[src/rtl/interval_pkg.sv]
// shared constants, types and register map of the interval timer
package interval_pkg;

    localparam int CLK_HZ = 40_000_000;
    localparam int TB_HZ = 1_000_000;
    localparam int FAST_HZ = 10_000_000;
    localparam int TB_DIV = CLK_HZ / TB_HZ;
    localparam int FAST_DIV = CLK_HZ / FAST_HZ;
    localparam logic [5:0] TB_DIV_LAST = 6'(TB_DIV - 1);
    localparam logic [1:0] FAST_DIV_LAST = 2'(FAST_DIV - 1);
    localparam logic [10:0] HOLD_COUNTS = 11'h3e8;

    localparam int DIG_N = 8;
    localparam int DEC_N = 6;
    localparam int CTRL_W = 12;

    localparam logic [4:0] OFS_CTRL = 5'h00;
    localparam logic [4:0] OFS_NINT = 5'h04;
    localparam logic [4:0] OFS_CMD = 5'h08;
    localparam logic [4:0] OFS_STAT = 5'h0c;
    localparam logic [4:0] OFS_COUNT = 5'h10;
    localparam logic [4:0] OFS_DISP = 5'h14;

    localparam logic [CTRL_W-1:0] CTRL_RST = 12'h800;
    localparam logic [15:0] NINT_RST = 16'h0001;
    localparam logic [3:0] RATE_MAX = 4'h8;
    localparam logic [3:0] MULT_RATE_MAX = 4'h2;
    localparam logic [3:0] SIG_DIV_LAST = 4'h9;
    localparam logic [1:0] DP_NONE = 2'h3;

    localparam logic [1:0] SEL_B = 2'h0;
    localparam logic [1:0] SEL_C = 2'h1;
    localparam logic [1:0] SEL_BC = 2'h2;

    typedef enum logic [2:0] {
        MODE_SINGLE_INT = 3'b000,
        MODE_SINGLE_EXT = 3'b001,
        MODE_MULT_INT = 3'b010,
        MODE_MULT_EXT = 3'b011,
        MODE_CONT_INT = 3'b100,
        MODE_CONT_EXT = 3'b101
    } mode_e;

    typedef enum logic [1:0] {
        ST_IDLE = 2'b00,
        ST_COUNT = 2'b01,
        ST_DONE = 2'b10,
        ST_HOLD = 2'b11
    } state_e;

    // control word, msb first: hold, gate force, ref source, rate, select, mode
    typedef struct packed {
        logic hold_en;
        logic gate_force;
        logic ref_ext;
        logic [3:0] rate;
        logic [1:0] sel;
        logic [2:0] mode;
    } ctrl_s;

endpackage

[src/rtl/zero_crossing_interval_timer.sv]
// interval timer top: mode control, gating, time base, display and count outputs
`timescale 1ns/1ps
// Summary of operation
// - single internal: count time base from start to first following stop, then hold.
// - external modes count external clock pulses, same gating as internal mode.
// - single modes: start/stop both B, both C, or start B stop C.
// - multiple and continuous: start and stop from one channel, B or C.
// - multiple internal counts 1, 10 or 100 MHz over N intervals.
// - multiple external counts external pulses until first stop after N starts.
// - multiple internal result in microseconds with automatic decimal point.
// - continuous: measure every interval, auto reset on each stop.
// - continuous: 1000 counts of the counted input (time base, or external clock in external mode) elapse before the gate reopens.
// - single and multiple never clear automatically; only explicit reset clears.
// - a stop pulse cannot restart counting; in continuous mode a new start is needed after the holdoff.
// - result shown as eight decimal digits with automatic decimal point.
// - local reset request clears the displayed result at any time.
// - gate lamp on while gate open; forced open keeps it on.
// - holding on: display updates at completion; off: shows running count.
// - time base from internal 1 MHz or external 1 MHz reference.
// - time base divided in decade steps, decade selectable.
// - single/multiple internal output scaled time base; multiple also scaled input.
// - primary output: bcd digits, decimal point, reset inhibit, end of count.
// - secondary output: complements of primary, without decimal point and inhibit.
module zero_crossing_interval_timer (
    input wire logic mclk,
    input wire logic sys_rst,
    input wire logic [4:0] avs_address,
    input wire logic avs_read,
    input wire logic avs_write,
    input wire logic [31:0] avs_writedata,
    output logic [31:0] avs_readdata,
    output logic avs_waitrequest,
    input wire logic marker_b,
    input wire logic marker_c,
    input wire logic ext_clk,
    input wire logic ext_ref,
    input wire logic clear_req,
    output logic [31:0] bcd_out,
    output logic [1:0] dp_out,
    output logic rst_inhibit,
    output logic eoc,
    output logic [31:0] bcd_out_n,
    output logic eoc_n,
    output logic gate_lamp,
    output logic tb_out,
    output logic sig_scaled_out
);
    // pin synchronisers; third stage only serves the edge detect
    logic [4:0] pin_s1_r, pin_s2_r, pin_s3_r, pin_rise;
    always_ff @(posedge mclk) begin
        if (sys_rst) begin
            pin_s1_r <= 5'h00;
            pin_s2_r <= 5'h00;
            pin_s3_r <= 5'h00;
        end else begin
            pin_s1_r <= {clear_req, ext_ref, ext_clk, marker_c, marker_b};
            pin_s2_r <= pin_s1_r;
            pin_s3_r <= pin_s2_r;
        end
    end
    assign pin_rise = pin_s2_r & ~pin_s3_r;

    // register slave: one wait state per access
    interval_pkg::ctrl_s ctrl_r, ctrl_nxt;
    interval_pkg::state_e state_r, state_nxt;
    logic [15:0] nint_r, nint_nxt, seen_r, seen_nxt;
    logic [31:0] rdata_r, rdata_nxt, count_q, disp_r, disp_nxt;
    logic waitreq_r, waitreq_nxt, cmd_clr, ovf_r, ovf_nxt, gate_open, eoc_p;

    always_comb begin
        ctrl_nxt = ctrl_r;
        nint_nxt = nint_r;
        rdata_nxt = rdata_r;
        cmd_clr = 1'b0;
        waitreq_nxt = !((avs_read || avs_write) && waitreq_r);
        if (avs_write && !waitreq_r) begin
            if (avs_address == interval_pkg::OFS_CTRL) begin
                ctrl_nxt = interval_pkg::ctrl_s'(avs_writedata[interval_pkg::CTRL_W-1:0]);
            end else if (avs_address == interval_pkg::OFS_NINT) begin
                nint_nxt = avs_writedata[15:0];
            end else if (avs_address == interval_pkg::OFS_CMD) begin
                cmd_clr = avs_writedata[0];
            end
        end
        if (avs_read && waitreq_r) begin
            if (avs_address == interval_pkg::OFS_CTRL) begin
                rdata_nxt = {20'h0_0000, ctrl_r};
            end else if (avs_address == interval_pkg::OFS_NINT) begin
                rdata_nxt = {16'h0000, nint_r};
            end else if (avs_address == interval_pkg::OFS_STAT) begin
                rdata_nxt = {seen_r, 12'h000, ovf_r, gate_open, state_r};
            end else if (avs_address == interval_pkg::OFS_COUNT) begin
                rdata_nxt = count_q;
            end else if (avs_address == interval_pkg::OFS_DISP) begin
                rdata_nxt = disp_r;
            end else begin
                rdata_nxt = 32'h0000_0000;
            end
        end
    end

    always_ff @(posedge mclk) begin
        if (sys_rst) begin
            ctrl_r <= interval_pkg::CTRL_RST;
            nint_r <= interval_pkg::NINT_RST;
            rdata_r <= 32'h0000_0000;
            waitreq_r <= 1'b1;
        end else begin
            ctrl_r <= ctrl_nxt;
            nint_r <= nint_nxt;
            rdata_r <= rdata_nxt;
            waitreq_r <= waitreq_nxt;
        end
    end
    assign avs_readdata = rdata_r;
    assign avs_waitrequest = waitreq_r;

    // mode decode; undefined codes fall back to single
    function automatic logic [1:0] dp_of(input logic [3:0] rate, input logic ext);
        logic [3:0] r3;
        r3 = rate % 4'h3;
        return ext ? interval_pkg::DP_NONE : 2'h2 - r3[1:0];
    endfunction

    logic is_ext, is_mult, is_cont, is_single, ext_edge, clr_any, start_p, stop_p;
    logic [3:0] rate_eff;
    logic [15:0] nint_eff;
    assign is_ext = ctrl_r.mode[0];
    assign is_mult = ctrl_r.mode[2:1] == 2'b01;
    assign is_cont = ctrl_r.mode[2:1] == 2'b10;
    assign is_single = !is_mult && !is_cont;
    assign ext_edge = pin_rise[2];
    assign clr_any = cmd_clr || pin_rise[4];
    assign nint_eff = (nint_r == 16'h0000) ? 16'h0001 : nint_r;
    assign rate_eff = is_mult ?
        ((ctrl_r.rate > interval_pkg::MULT_RATE_MAX) ? interval_pkg::MULT_RATE_MAX : ctrl_r.rate) :
        ((ctrl_r.rate > interval_pkg::RATE_MAX) ? interval_pkg::RATE_MAX : ctrl_r.rate);
    // split channels only in single modes; otherwise one channel carries both
    assign start_p = (ctrl_r.sel == interval_pkg::SEL_C) ? pin_rise[1] : pin_rise[0];
    assign stop_p = (is_single && ctrl_r.sel == interval_pkg::SEL_BC) ? pin_rise[1] : start_p;

    // time base: 1 MHz tick, 10 MHz tick and a 2/3 pattern that averages 100 MHz
    logic [5:0] div_r, div_nxt;
    logic [1:0] fast_r, fast_nxt, inc_int, inc_sel, cnt_inc;
    logic phase_r, tick_int, tb_1m;
    logic [interval_pkg::DEC_N:0] dec_ticks;
    assign tick_int = div_r == interval_pkg::TB_DIV_LAST;
    assign tb_1m = ctrl_r.ref_ext ? pin_rise[3] : tick_int;
    always_comb begin
        div_nxt = tick_int ? 6'h00 : div_r + 6'h01;
        fast_nxt = (fast_r == interval_pkg::FAST_DIV_LAST) ? 2'h0 : fast_r + 2'h1;
        if (rate_eff == 4'h0) begin
            inc_int = phase_r ? 2'h3 : 2'h2;
        end else if (rate_eff == 4'h1) begin
            inc_int = {1'b0, fast_r == interval_pkg::FAST_DIV_LAST};
        end else begin
            inc_int = {1'b0, dec_ticks[3'(rate_eff - 4'h2)]};
        end
        inc_sel = is_ext ? {1'b0, ext_edge} : inc_int;
        cnt_inc = (gate_open && !eoc_p) ? inc_sel : 2'h0;
    end
    always_ff @(posedge mclk) begin
        if (sys_rst) begin
            div_r <= 6'h00;
            fast_r <= 2'h0;
            phase_r <= 1'b0;
        end else begin
            div_r <= div_nxt;
            fast_r <= fast_nxt;
            phase_r <= !phase_r;
        end
    end

    decade_scaler u_scale (
        .mclk(mclk),
        .sys_rst(sys_rst),
        .tick_in(tb_1m),
        .ticks(dec_ticks)
    );

    // measurement sequencer
    logic [10:0] hold_r, hold_nxt, hold_sum;
    logic clr_cnt, wrap;
    assign gate_open = state_r == interval_pkg::ST_COUNT || ctrl_r.gate_force;
    assign hold_sum = hold_r + {9'h000, inc_sel};

    always_comb begin
        state_nxt = state_r;
        seen_nxt = seen_r;
        hold_nxt = hold_r;
        eoc_p = 1'b0;
        clr_cnt = 1'b0;
        if (clr_any) begin
            state_nxt = interval_pkg::ST_IDLE;
            seen_nxt = 16'h0000;
            hold_nxt = 11'h000;
            clr_cnt = 1'b1;
        end else begin
            case (state_r)
                interval_pkg::ST_IDLE: begin
                    if (start_p) begin
                        state_nxt = interval_pkg::ST_COUNT;
                        seen_nxt = 16'h0001;
                    end
                end
                interval_pkg::ST_COUNT: begin
                    if (stop_p) begin
                        if (is_cont) begin
                            // clear in the stop cycle itself, display takes the pre-clear value
                            eoc_p = 1'b1;
                            clr_cnt = 1'b1;
                            state_nxt = interval_pkg::ST_HOLD;
                            hold_nxt = 11'h000;
                        end else if (is_mult && seen_r < nint_eff) begin
                            seen_nxt = seen_r + 16'h0001;
                        end else begin
                            eoc_p = 1'b1;
                            state_nxt = interval_pkg::ST_DONE;
                        end
                    end
                end
                interval_pkg::ST_DONE: begin
                    state_nxt = interval_pkg::ST_DONE;
                end
                interval_pkg::ST_HOLD: begin
                    if (hold_sum >= interval_pkg::HOLD_COUNTS) begin
                        state_nxt = interval_pkg::ST_IDLE;
                        hold_nxt = 11'h000;
                    end else begin
                        hold_nxt = hold_sum;
                    end
                end
                default: state_nxt = interval_pkg::ST_IDLE;
            endcase
        end
    end

    always_ff @(posedge mclk) begin
        if (sys_rst) begin
            state_r <= interval_pkg::ST_IDLE;
            seen_r <= 16'h0000;
            hold_r <= 11'h000;
        end else begin
            state_r <= state_nxt;
            seen_r <= seen_nxt;
            hold_r <= hold_nxt;
        end
    end

    bcd_count8 u_count (
        .mclk(mclk),
        .sys_rst(sys_rst),
        .clr(clr_cnt),
        .inc(cnt_inc),
        .count(count_q),
        .wrap(wrap)
    );

    // display and output registers
    logic [31:0] bcd_n_r;
    logic [3:0] sdiv_r, sdiv_nxt;
    logic [1:0] dp_r, dp_nxt;
    logic eoc_r, eoc_n_r, lamp_r, lamp_nxt, tb_r, tb_nxt, sig_r, sig_nxt;
    always_comb begin
        if (clr_any) begin
            disp_nxt = 32'h0000_0000;
        end else if (eoc_p || !ctrl_r.hold_en) begin
            disp_nxt = count_q;
        end else begin
            disp_nxt = disp_r;
        end
        ovf_nxt = wrap || (ovf_r && !clr_any);
        dp_nxt = dp_of(rate_eff, is_ext);
        lamp_nxt = state_nxt == interval_pkg::ST_COUNT || ctrl_nxt.gate_force;
        // time base out only in single and multiple internal modes
        tb_nxt = (!is_ext && !is_cont) ? (tb_r ^ (inc_int != 2'h0)) : 1'b0;
        sdiv_nxt = sdiv_r;
        sig_nxt = 1'b0;
        if (is_mult) begin
            sig_nxt = sig_r;
            if (start_p) begin
                sdiv_nxt = (sdiv_r == interval_pkg::SIG_DIV_LAST) ? 4'h0 : sdiv_r + 4'h1;
                sig_nxt = sig_r ^ (sdiv_r == interval_pkg::SIG_DIV_LAST);
            end
        end
    end

    always_ff @(posedge mclk) begin
        if (sys_rst) begin
            disp_r <= 32'h0000_0000;
            bcd_n_r <= 32'hffff_ffff;
            ovf_r <= 1'b0;
            dp_r <= 2'h2;
            eoc_r <= 1'b0;
            eoc_n_r <= 1'b1;
            lamp_r <= 1'b0;
            tb_r <= 1'b0;
            sdiv_r <= 4'h0;
            sig_r <= 1'b0;
        end else begin
            disp_r <= disp_nxt;
            bcd_n_r <= ~disp_nxt;
            ovf_r <= ovf_nxt;
            dp_r <= dp_nxt;
            eoc_r <= eoc_p;
            eoc_n_r <= !eoc_p;
            lamp_r <= lamp_nxt;
            tb_r <= tb_nxt;
            sdiv_r <= sdiv_nxt;
            sig_r <= sig_nxt;
        end
    end

    assign bcd_out = disp_r;
    assign bcd_out_n = bcd_n_r;
    assign dp_out = dp_r;
    assign eoc = eoc_r;
    assign eoc_n = eoc_n_r;
    assign gate_lamp = lamp_r;
    assign rst_inhibit = lamp_r;
    assign tb_out = tb_r;
    assign sig_scaled_out = sig_r;
endmodule

[src/rtl/bcd_count8.sv]
// eight cascaded bcd decades with a small increment into the lowest digit
`timescale 1ns/1ps
module bcd_count8 (
    input wire logic mclk,
    input wire logic sys_rst,
    input wire logic clr,
    input wire logic [1:0] inc,
    output logic [4*interval_pkg::DIG_N-1:0] count,
    output logic wrap
);
    logic [4*interval_pkg::DIG_N-1:0] count_r, count_nxt;
    logic [interval_pkg::DIG_N:1] carry;
    logic [4:0] sum0;

    assign sum0 = {1'b0, count_r[3:0]} + {3'b000, inc};
    assign carry[1] = sum0 >= 5'h0a;
    assign count_nxt[3:0] = clr ? 4'h0 : carry[1] ? 4'(sum0 - 5'h0a) : sum0[3:0];

    genvar i;
    for (i = 1; i < interval_pkg::DIG_N; i++) begin : g_dig
        assign carry[i+1] = carry[i] && count_r[4*i+:4] == 4'h9;
        assign count_nxt[4*i+:4] = clr ? 4'h0 :
            !carry[i] ? count_r[4*i+:4] :
            carry[i+1] ? 4'h0 : count_r[4*i+:4] + 4'h1;
    end

    always_ff @(posedge mclk) begin
        if (sys_rst) begin
            count_r <= '0;
        end else begin
            count_r <= count_nxt;
        end
    end

    assign count = count_r;
    // a carry in the clear cycle is still reported, so the sticky overflow sees it
    assign wrap = carry[interval_pkg::DIG_N];
endmodule

[src/rtl/decade_scaler.sv]
// decade divider chain: one-cycle ticks at 1/10^k of the input tick rate
`timescale 1ns/1ps
module decade_scaler (
    input wire logic mclk,
    input wire logic sys_rst,
    input wire logic tick_in,
    output logic [interval_pkg::DEC_N:0] ticks
);
    assign ticks[0] = tick_in;

    genvar k;
    for (k = 0; k < interval_pkg::DEC_N; k++) begin : g_dec
        logic [3:0] cnt_r, cnt_nxt;
        always_comb begin
            cnt_nxt = cnt_r;
            if (ticks[k]) begin
                cnt_nxt = (cnt_r == 4'h9) ? 4'h0 : cnt_r + 4'h1;
            end
        end
        always_ff @(posedge mclk) begin
            if (sys_rst) begin
                cnt_r <= 4'h0;
            end else begin
                cnt_r <= cnt_nxt;
            end
        end
        assign ticks[k+1] = ticks[k] && cnt_r == 4'h9;
    end
endmodule

[config.mk]
export PLATFORM = sky130hd
export DESIGN_NAME = zero_crossing_interval_timer
export DESIGN_NICKNAME = d
export VERILOG_FILES = /design/src/rtl/interval_pkg.sv /design/src/rtl/zero_crossing_interval_timer.sv /design/src/rtl/bcd_count8.sv /design/src/rtl/decade_scaler.sv
export SDC_FILE = /design/constraint.sdc
export NUM_CORES = 1
export LEC_CHECK = 0
export CAP_MARGIN = 10
export CORE_MARGIN = 2
export CORE_UTILIZATION = 52
export CTS_CLUSTER_DIAMETER = 100
export DETAILED_ROUTE_END_ITERATION = 8
export DONT_BUFFER_PORTS = 1
export GPL_TIMING_DRIVEN = 0
export PLACE_DENSITY_LB_ADDON = 0.25
export SETUP_SLACK_MARGIN = 0.15
export SYNTH_ARGS = -nofsm -noshare
export SYNTH_HDL_FRONTEND = slang
export SYNTH_SLANG_ARGS = --single-unit
[constraint.sdc]
create_clock -name mclk -period 4.55 [get_ports mclk]
set_clock_uncertainty 0.2 [all_clocks]
set_input_delay 0 -clock mclk [delete_from_list [all_inputs] [get_ports mclk]]
set_output_delay 0 -clock mclk [all_outputs]
set_load 0.05 [all_outputs]
---- Yosys cells after proc, flatten, opt, wreduce, memory -nomap -nowiden ----
Index checks and enable logic that the tools add are counted.
storage, ports and cells
  flip-flop bits (word level) ............. 246
  bits in read-only memories .............. 0
  memories kept ........................... 0
  bits in writable memories ............... 0
  latch bits .............................. 0
  input bits .............................. 46
operators by class
  magnitude comparators ................... 6
  $mul .................................... 0
  add/subtract/negate cells ............... 22
  shift-type cells ........................ 0
  reductions and logical operators ........ 56
  eq/ne operators ......................... 35
  bitwise logic cells ..................... 8
  mux-type cells .......................... 68
  div/mod/pow operators ................... 1
operator list
  operator               number
  $mux 32                7
  $mux 16                5
  $mux 4                 18
  $add 4x1->4 const B    14
  $eq 4x4->1 const B     14
  $mux 11                5
  $not 32->32            1
  $pmux 16 s2            1
  $logic_and 1x1->1      22
  $pmux 11 s2            1
  $mux 1                 20
  $mux 2                 9
  $add 16x1->16 const B  1
  $logic_not 16->1       1
  $lt 16x16->1           1
  $reduce_or 2->1        7
  $add 11x2->11          1
  $ge 11x10->1 const B   1
  $eq 2x2->1 const B     5
  $eq 5x4->1 const B     2
  $eq 5x5->1 const B     2
  $logic_not 1->1        9
  $eq 2x1->1 const B     4
  $ne 2x2->1 const B     4
  29 further kinds       41

---- Longest topological paths before layout ----
  word-level depth ........................ 25
  gate-level depth with buffers ........... 22
  gate-level depth less buffers ........... 21

---- Cells and area by module ----
A second synthesis with hierarchy kept.
unflattened totals
  cells, all modules ...................... 1340
  area, all modules ....................... 11618.6 sq um
by module, submodules not included
  module                        sequential area each (sq um)  instances  area each (sq um)  cells an instance
  zero_crossing_interval_timer  3803.6                        1          8390.5             975
  bcd_count8                    640.6                         1          1903.1             209
  decade_scaler                 480.5                         1          1325.0             156

---- Least setup slack after synthesis ----
No wires, ideal clock.
  kind .................................... reg-to-reg
  from .................................... register div_r[3]
  to ...................................... register u_count.count_r, in the netlist u_count.count[30]
  slack ................................... -0.084 ns
  arrival time ............................ 4.364 ns
  setup time .............................. 0.071 ns
  stages on the path, launching flop included .. 19
  data required time ...................... 4.279 ns
  period minus slack after synthesis ...... 4.634 ns
  cell sequence ........................... dfxtp_1 > or3b_4 > o32ai_4 > nor4b_4 > inv_2 > o311a_1 > o31ai_1 > and2_1 > ha_1 > fa_1 > xor2_1 > inv_1 > ha_1 > o31ai_1 > o21ai_0 > a211oi_1 > nand4_1 > or4_1 > a21oi_1
between the ends
  word-level cells in the longest chain between the ends .. 24
ends and longest elaborated chain
  item                              line                                 source
  from (decl)                       zero_crossing_interval_timer.sv:143  logic [5:0] div_r, div_nxt;
  from (signal assigned)            zero_crossing_interval_timer.sv:168  div_r <= div_nxt;
  $eq 6x6->1 *                      zero_crossing_interval_timer.sv:147  assign tick_int = div_r == interval_pkg::TB_DIV_LAST;
  $mux 1 *                          zero_crossing_interval_timer.sv:148  assign tb_1m = ctrl_r.ref_ext ? pin_rise[3] : tick_int;
  $logic_and 1x1->1 (6 in a row)    decade_scaler.sv:27                  assign ticks[k+1] = ticks[k] && cnt_r == 4'h9;
  $bmux 1 s3 *                      zero_crossing_interval_timer.sv:157  inc_int = {1'b0, dec_ticks[3'(rate_eff - 4'h2)]};
  $mux 1 (not written as such) *    zero_crossing_interval_timer.sv:157
  $mux 1 *                          zero_crossing_interval_timer.sv:154  end else if (rate_eff == 4'h1) begin
  $mux 2 *                          zero_crossing_interval_timer.sv:152  if (rate_eff == 4'h0) begin
  $mux 2 *                          zero_crossing_interval_timer.sv:159  inc_sel = is_ext ? {1'b0, ext_edge} : inc_int;
  $mux 2 *                          zero_crossing_interval_timer.sv:160  cnt_inc = (gate_open && !eoc_p) ? inc_sel : 2'h0;
  $add 4x2->5 *                     bcd_count8.sv:15                     assign sum0 = {1'b0, count_r[3:0]} + {3'b000, inc};
  $ge 5x4->1 *                      bcd_count8.sv:16                     assign carry[1] = sum0 >= 5'h0a;
  $logic_and 1x1->1 * (6 in a row)  bcd_count8.sv:21                     assign carry[i+1] = carry[i] && count_r[4*i+:4] == 4'h9;
  $logic_and 1x1->1                 bcd_count8.sv:21
  $mux 4                            bcd_count8.sv:24                     carry[i+1] ? 4'h0 : count_r[4*i+:4] + 4'h1;
  to (signal assigned)              bcd_count8.sv:31                     count_r <= count_nxt;
  to (decl)                         bcd_count8.sv:11                     logic [4*interval_pkg::DIG_N-1:0] count_r, count_nxt;
Every way passes the cells marked *; elsewhere a longest branch is shown, timed or not. The select of a mux whose other input is x is not followed.
A chain may end at the register's enable or synchronous reset.

---- Worst setup path in the final report ----
  from .................................... register ctrl_r[1] (netlist name)
  to ...................................... register u_count.count_r, in the netlist u_count.count[30]
between the ends
  word-level cells in the longest chain between the ends .. 21
  elaborated cells on any way between the ends .. 40
  those cells by class .................... add/sub (2); order compare (1); eq/ne (3); mux (18); reduce/logical (16)
ends and longest elaborated chain
  item                                                                  line                                 source
  from (decl)                                                           zero_crossing_interval_timer.sv:64   interval_pkg::ctrl_s ctrl_r, ctrl_nxt;
  from (signal assigned)                                                zero_crossing_interval_timer.sv:104  ctrl_r <= interval_pkg::CTRL_RST;
  from (signal assigned)                                                zero_crossing_interval_timer.sv:109  ctrl_r <= ctrl_nxt;
  parallel branches: the longest is 21 deep, another holds $add 4x2->5  --
Parallel ways; which one is timed is not known. The select of a mux whose other input is x is not followed.

==> results.md <==
Outcome:
- The run finished, with violations left.
- The final reports fail on negative setup slack.

Routing:
- The post-route DRC violation count is 0.
- The wire length per cell after detailed routing is ~19 um.
- The detailed-routing iteration count for the pre-antenna-repair pass is 6.
- The wire length after detailed routing is ~32 mm.
- In this run, the number of DRC markers left after iteration 0 of detailed routing was slightly below 900.
- In the routed layout, each cell is associated on average with a via count of 5.916.
- The routed layout has 10110 vias.
- The count of nets left with antenna violations after detail routing is 0.

Yosys:
- The synthesized cell area is 0.01125 mm2.
- Yosys printed 0 warnings.
- Synthesis handed over a netlist of 1303 instances.
- Sorting the synthesized cells by area gives the leading types as dfxtp_1 (44%), mux2i_1 (5.1%), nor2_1 (5.1%), ha_1 (4.8%), a21oi_1 (4.2%).
- For this run, the register share of the synthesized area comes to 0.4376.
- Synthesis produced a netlist with a net count of 1394.
- Yosys mapped the design onto 71 distinct sky130hd cell types.
- Of the post-synthesis cell area, the dominant cell type holds 0.4376.
- The async set-reset flop share out of synthesis is 0.
- Yosys mapped a number of flops with a built-in enable equal to 0.
- Each instance of the synthesized netlist takes up on average ~8.6 um2.
- Among all flip-flop cells after synthesis, the most frequent one is dfxtp_1.
- The cell type with the largest total area after synthesis is dfxtp_1.
- The register bit total from synthesis is 246.

Clock network:
- TritonCTS built the clock tree.
- The TritonCTS buffer count is 26.
- At the later pin of the worst-skew pair, clock insertion delay measures between 0.5 and 0.6 ns.
- CTS built an H-tree with a depth of 1.
- The tree is rooted in a clkbuf_16.
- The number of sinks handled by clock tree synthesis is 246.
- The worst-case clock buffer depth is 3.
- The post-CTS clock slew at the launch and capture registers of the worst setup and hold paths is 0.06 ns.

STA:
- The final setup slack of the worst path is -0.06712 ns.
- Hold timing on the final database bottoms out at a slack of 0.0007180 ns.
- After layout, the minimum clock period comes to 4.617 ns.
- Based on the critical path, the design can be clocked at up to around 0.22 GHz.
- Setup repair after global routing could not meet its margin everywhere.
- The number of failing hold endpoints at the final stage is 0.
- The final-report max-slew violation count is 0.
- Setup violations remaining at the end of the flow were counted as 4.
- In this run the tightest slew margin relative to its limit is 0.3224.
- The fraction of the cycle the final worst path needs is 1.015.
- The slew at the pin with the worst max-slew slack is approximately 1 ns.

Finish:
- The post-route core utilization is 0.6471.
- The number of nets in the final layout is 1511.
- Of the cells placed in the final design, the portion with a size suffix greater than 1 is 0.1255.
- The final cell area excluding filler cells is 0.01369 mm2.
- The number of antenna diodes is 0.
- Compared with the post-synthesis result, the final layout area differs by 21.63%.

Placed design:
- The weighted congestion at the end of routability-driven global placement is 0.9877.
- At the placement stage, the worst setup path has a slack of -0.8064 ns.
- Input and output buffers added on the ports amount to 0.
- The detailed placement HPWL is 22.44 mm.
- The area of placed instances is around 0.012 mm2.

Die:
- In this run the core area contains between 50 and 60 standard-cell rows.
- The initial cell density of the core is 0.5320.
- The area enclosed by the die boundary is roughly 0.023 mm2.
- From left edge to right edge, the die measures 151.1 um.
- The height of the die is ~150 um.
- The total core area is 0.02115 mm2.
- Pin placement for this block handled 151 I/O pins.

Power:
- Summed over all cells, the static leakage comes to slightly above 5 nW.
- The completed layout was analyzed and its total power is about 0.0045 W.
- The ratio of total power to cell area is 329.4 mW/mm2.
- Across the VDD grid, the largest voltage drop is 305.9 uV.

Global route:
- The global router's overall resource usage is 0.2788.
- The initial antenna violation count was 0.
- After global routing the overflow that remains totals 0.
- The number of global-route vias before repair is 9504.
- The wire length of the first global-routing pass is 50.42 mm.
- Entering global routing, the biggest net connects 13 pins.

Critical path:
- The number of buffers and inverters on the critical path is 4.
- The data arrival time of the critical path is 4.87 ns.
- The highest cell delay on the worst timing path is 0.39 ns.
- The worst setup path is captured at a flip-flop.
- The worst setup path is of the flip-flop to flip-flop kind.
- For the worst setup path, the data required time is around 4.8 ns.
- The critical path goes through inv_1, ha_1, and3b_1, nand2_1, o21a_1, and2_1, clkbuf_2, and2_4, a21oi_4, and2_1, ha_2, fa_2, xor2_2, buf_4, o31ai_4, o21ai_2, a211oi_4, nand4_1, buf_6, or4_1, a21oi_1.
- The cell family contributing the most delay on the critical path is simple AND/OR/NAND/NOR gates.
- The largest fanout of any net on the critical path is 8.
- The startpoint type of the worst setup path is a flip-flop.
- The slowest stage of the critical path belongs to the cell or4_1.
- In this design, the critical path's most frequently occurring cell is and2_1.

Hold path:
- The tightest min-delay check is of the input pin to flip-flop type.

Flow run:
- The total of max-cap violations is 0.
[layout make-up]
cell class	count	area (um2)
buffer	65	272.8
clock buffer	38	767.0
clock inverter	4	22.52
fill	1716	7465
inverter	50	187.7
multi-input combinational	942	6305
sequential	246	4947
tap	275	344.1
timing repair buffer	89	843.3
[worst register-to-register path, cell delays in order (launching register included)]
cell,delay [ns]
dfxtp_2,0.37
inv_1,0.05
ha_1,0.28
and3b_1,0.19
nand2_1,0.09
o21a_1,0.17
and2_1,0.15
clkbuf_2,0.19
and2_4,0.22
a21oi_4,0.07
and2_1,0.18
ha_2,0.18
fa_2,0.37
xor2_2,0.17
buf_4,0.16
o31ai_4,0.17
o21ai_2,0.11
a211oi_4,0.37
nand4_1,0.17
buf_6,0.17
or4_1,0.39
a21oi_1,0.13
[per-stage QoR]
| stage | setup TNS, ns | std cells |
|---|---|---|
| 6_report | -0.1045 | 1709 |
| 4_1_cts | -0.1325 | 1698 |
| 5_1_grt | -2.065 | 1709 |
| 3_3_place_gp | -17.04 | 1578 |
| 2_1_floorplan | 0 | 1303 |
| 3_5_place_dp | -19.53 | 1578 |
[cells in the mapped netlist (all sizes together), types with 24 or more instances]
master / instances
nor2: 152
mux2i: 57
a221oi: 24
nor3: 37
inv: 49
ha: 43
clkbuf: 55
nand3: 31
or3: 28
nand2: 111
nor2b: 39
dfxtp: 246
nand2b: 41
o21ai: 73
a21oi: 95
[final timing paths]
kind | start | end | slack [ns] | cells after the start
worst max register to register | ctrl_r[1]$_SDFFE_PP0P_ | u_count.count[30]$_SDFFE_PP0N_ | -0.07 | 21
worst max-delay path | ctrl_r[1]$_SDFFE_PP0P_ | u_count.count[30]$_SDFFE_PP0N_ | -0.07 | 21
worst min-delay path | avs_writedata[11] | ctrl_r[11]$_SDFFE_PP1P_ | 0.0007 | 3
worst min register to register | phase_r$_SDFF_PP0_ | phase_r$_SDFF_PP0_ | 0.21 | 1
[cell families (layout without fill, tap and decap cells)]
group                    after synthesis  after routing  synth area share
flip-flops                           246            246            0.4376
AND/OR/NAND/NOR                      533            533            0.2397
multiplexers                          69             69           0.06270
AO/OA/AOI/OAI                        268            268            0.1486
adder cells (fa/ha/maj)               45             45           0.05136
buffers and inverters                115            246           0.03902
XOR/XNOR                              27             27           0.02101
[per-layer routing]
layer  routed length [um]  global-route usage  vias up
met3                 2871             0.05934      100
li1                     -                   -     4801
met2                15130              0.4666      434
met1                13090              0.3575     4775
met4                 1139             0.09626        0
met5                    0                   0        -
[power breakdown]
part           switching [W]  internal (W)  total (W)
clock               0.000839       0.00115    0.00199
combinational       0.000159     0.0000892   0.000249
sequential         0.0000839       0.00218    0.00227
[layout by cell type (no fill, tap or decap), types with 7 or more instances in the layout]
| cell | Yosys | final |
|---|---|---|
| and3_1 | 14 | 12 |
| nand3_1 | 31 | 29 |
| dfxtp_2 | 0 | 12 |
| nand4_1 | 10 | 10 |
| dlygate4sd3_1 | 0 | 53 |
| clkbuf_16 | 0 | 27 |
| a221oi_1 | 24 | 24 |
| buf_4 | 1 | 28 |
| inv_1 | 48 | 45 |
| nor3b_1 | 12 | 12 |
| o211ai_1 | 10 | 10 |
| nand2_1 | 111 | 109 |
| xor2_1 | 14 | 11 |
| or4_1 | 9 | 9 |
| buf_6 | 0 | 9 |
| dfxtp_1 | 246 | 232 |
| a21oi_1 | 95 | 87 |
| ha_1 | 43 | 38 |
| nand2b_1 | 41 | 41 |
| o21ai_2 | 0 | 7 |
| nor2b_1 | 39 | 38 |
| o21ai_0 | 73 | 60 |
| nor3_1 | 37 | 31 |
| o31ai_1 | 9 | 7 |
| clkbuf_1 | 55 | 57 |
| mux2_2 | 12 | 12 |
| and2_1 | 14 | 13 |
| or3_1 | 28 | 26 |
| nor2_1 | 152 | 151 |
| xnor2_1 | 13 | 13 |
| mux2i_1 | 57 | 56 |
[state kept, by name, summed over array words and instances, names as in the netlist, 6 cells and up]
register             count
bcd_out                 32
hold_r                  11
u_count.count           32
bcd_out_n               32
seen_r                  16
u_scale.g_dec.cnt_r     24
avs_readdata            32
nint_r                  16
ctrl_r                  12
div_r                    6
[what timing repair did]
item                                   4_1_cts  5_1_grt
pin swaps                                   31       35
setup buffers                               26       10
setup endpoints to repair                   44       44
hold buffers                                52        1
endpoints found under the hold margin       52        1
resized for setup                           62       59
Note: power is estimated with default switching activity, not from simulation.
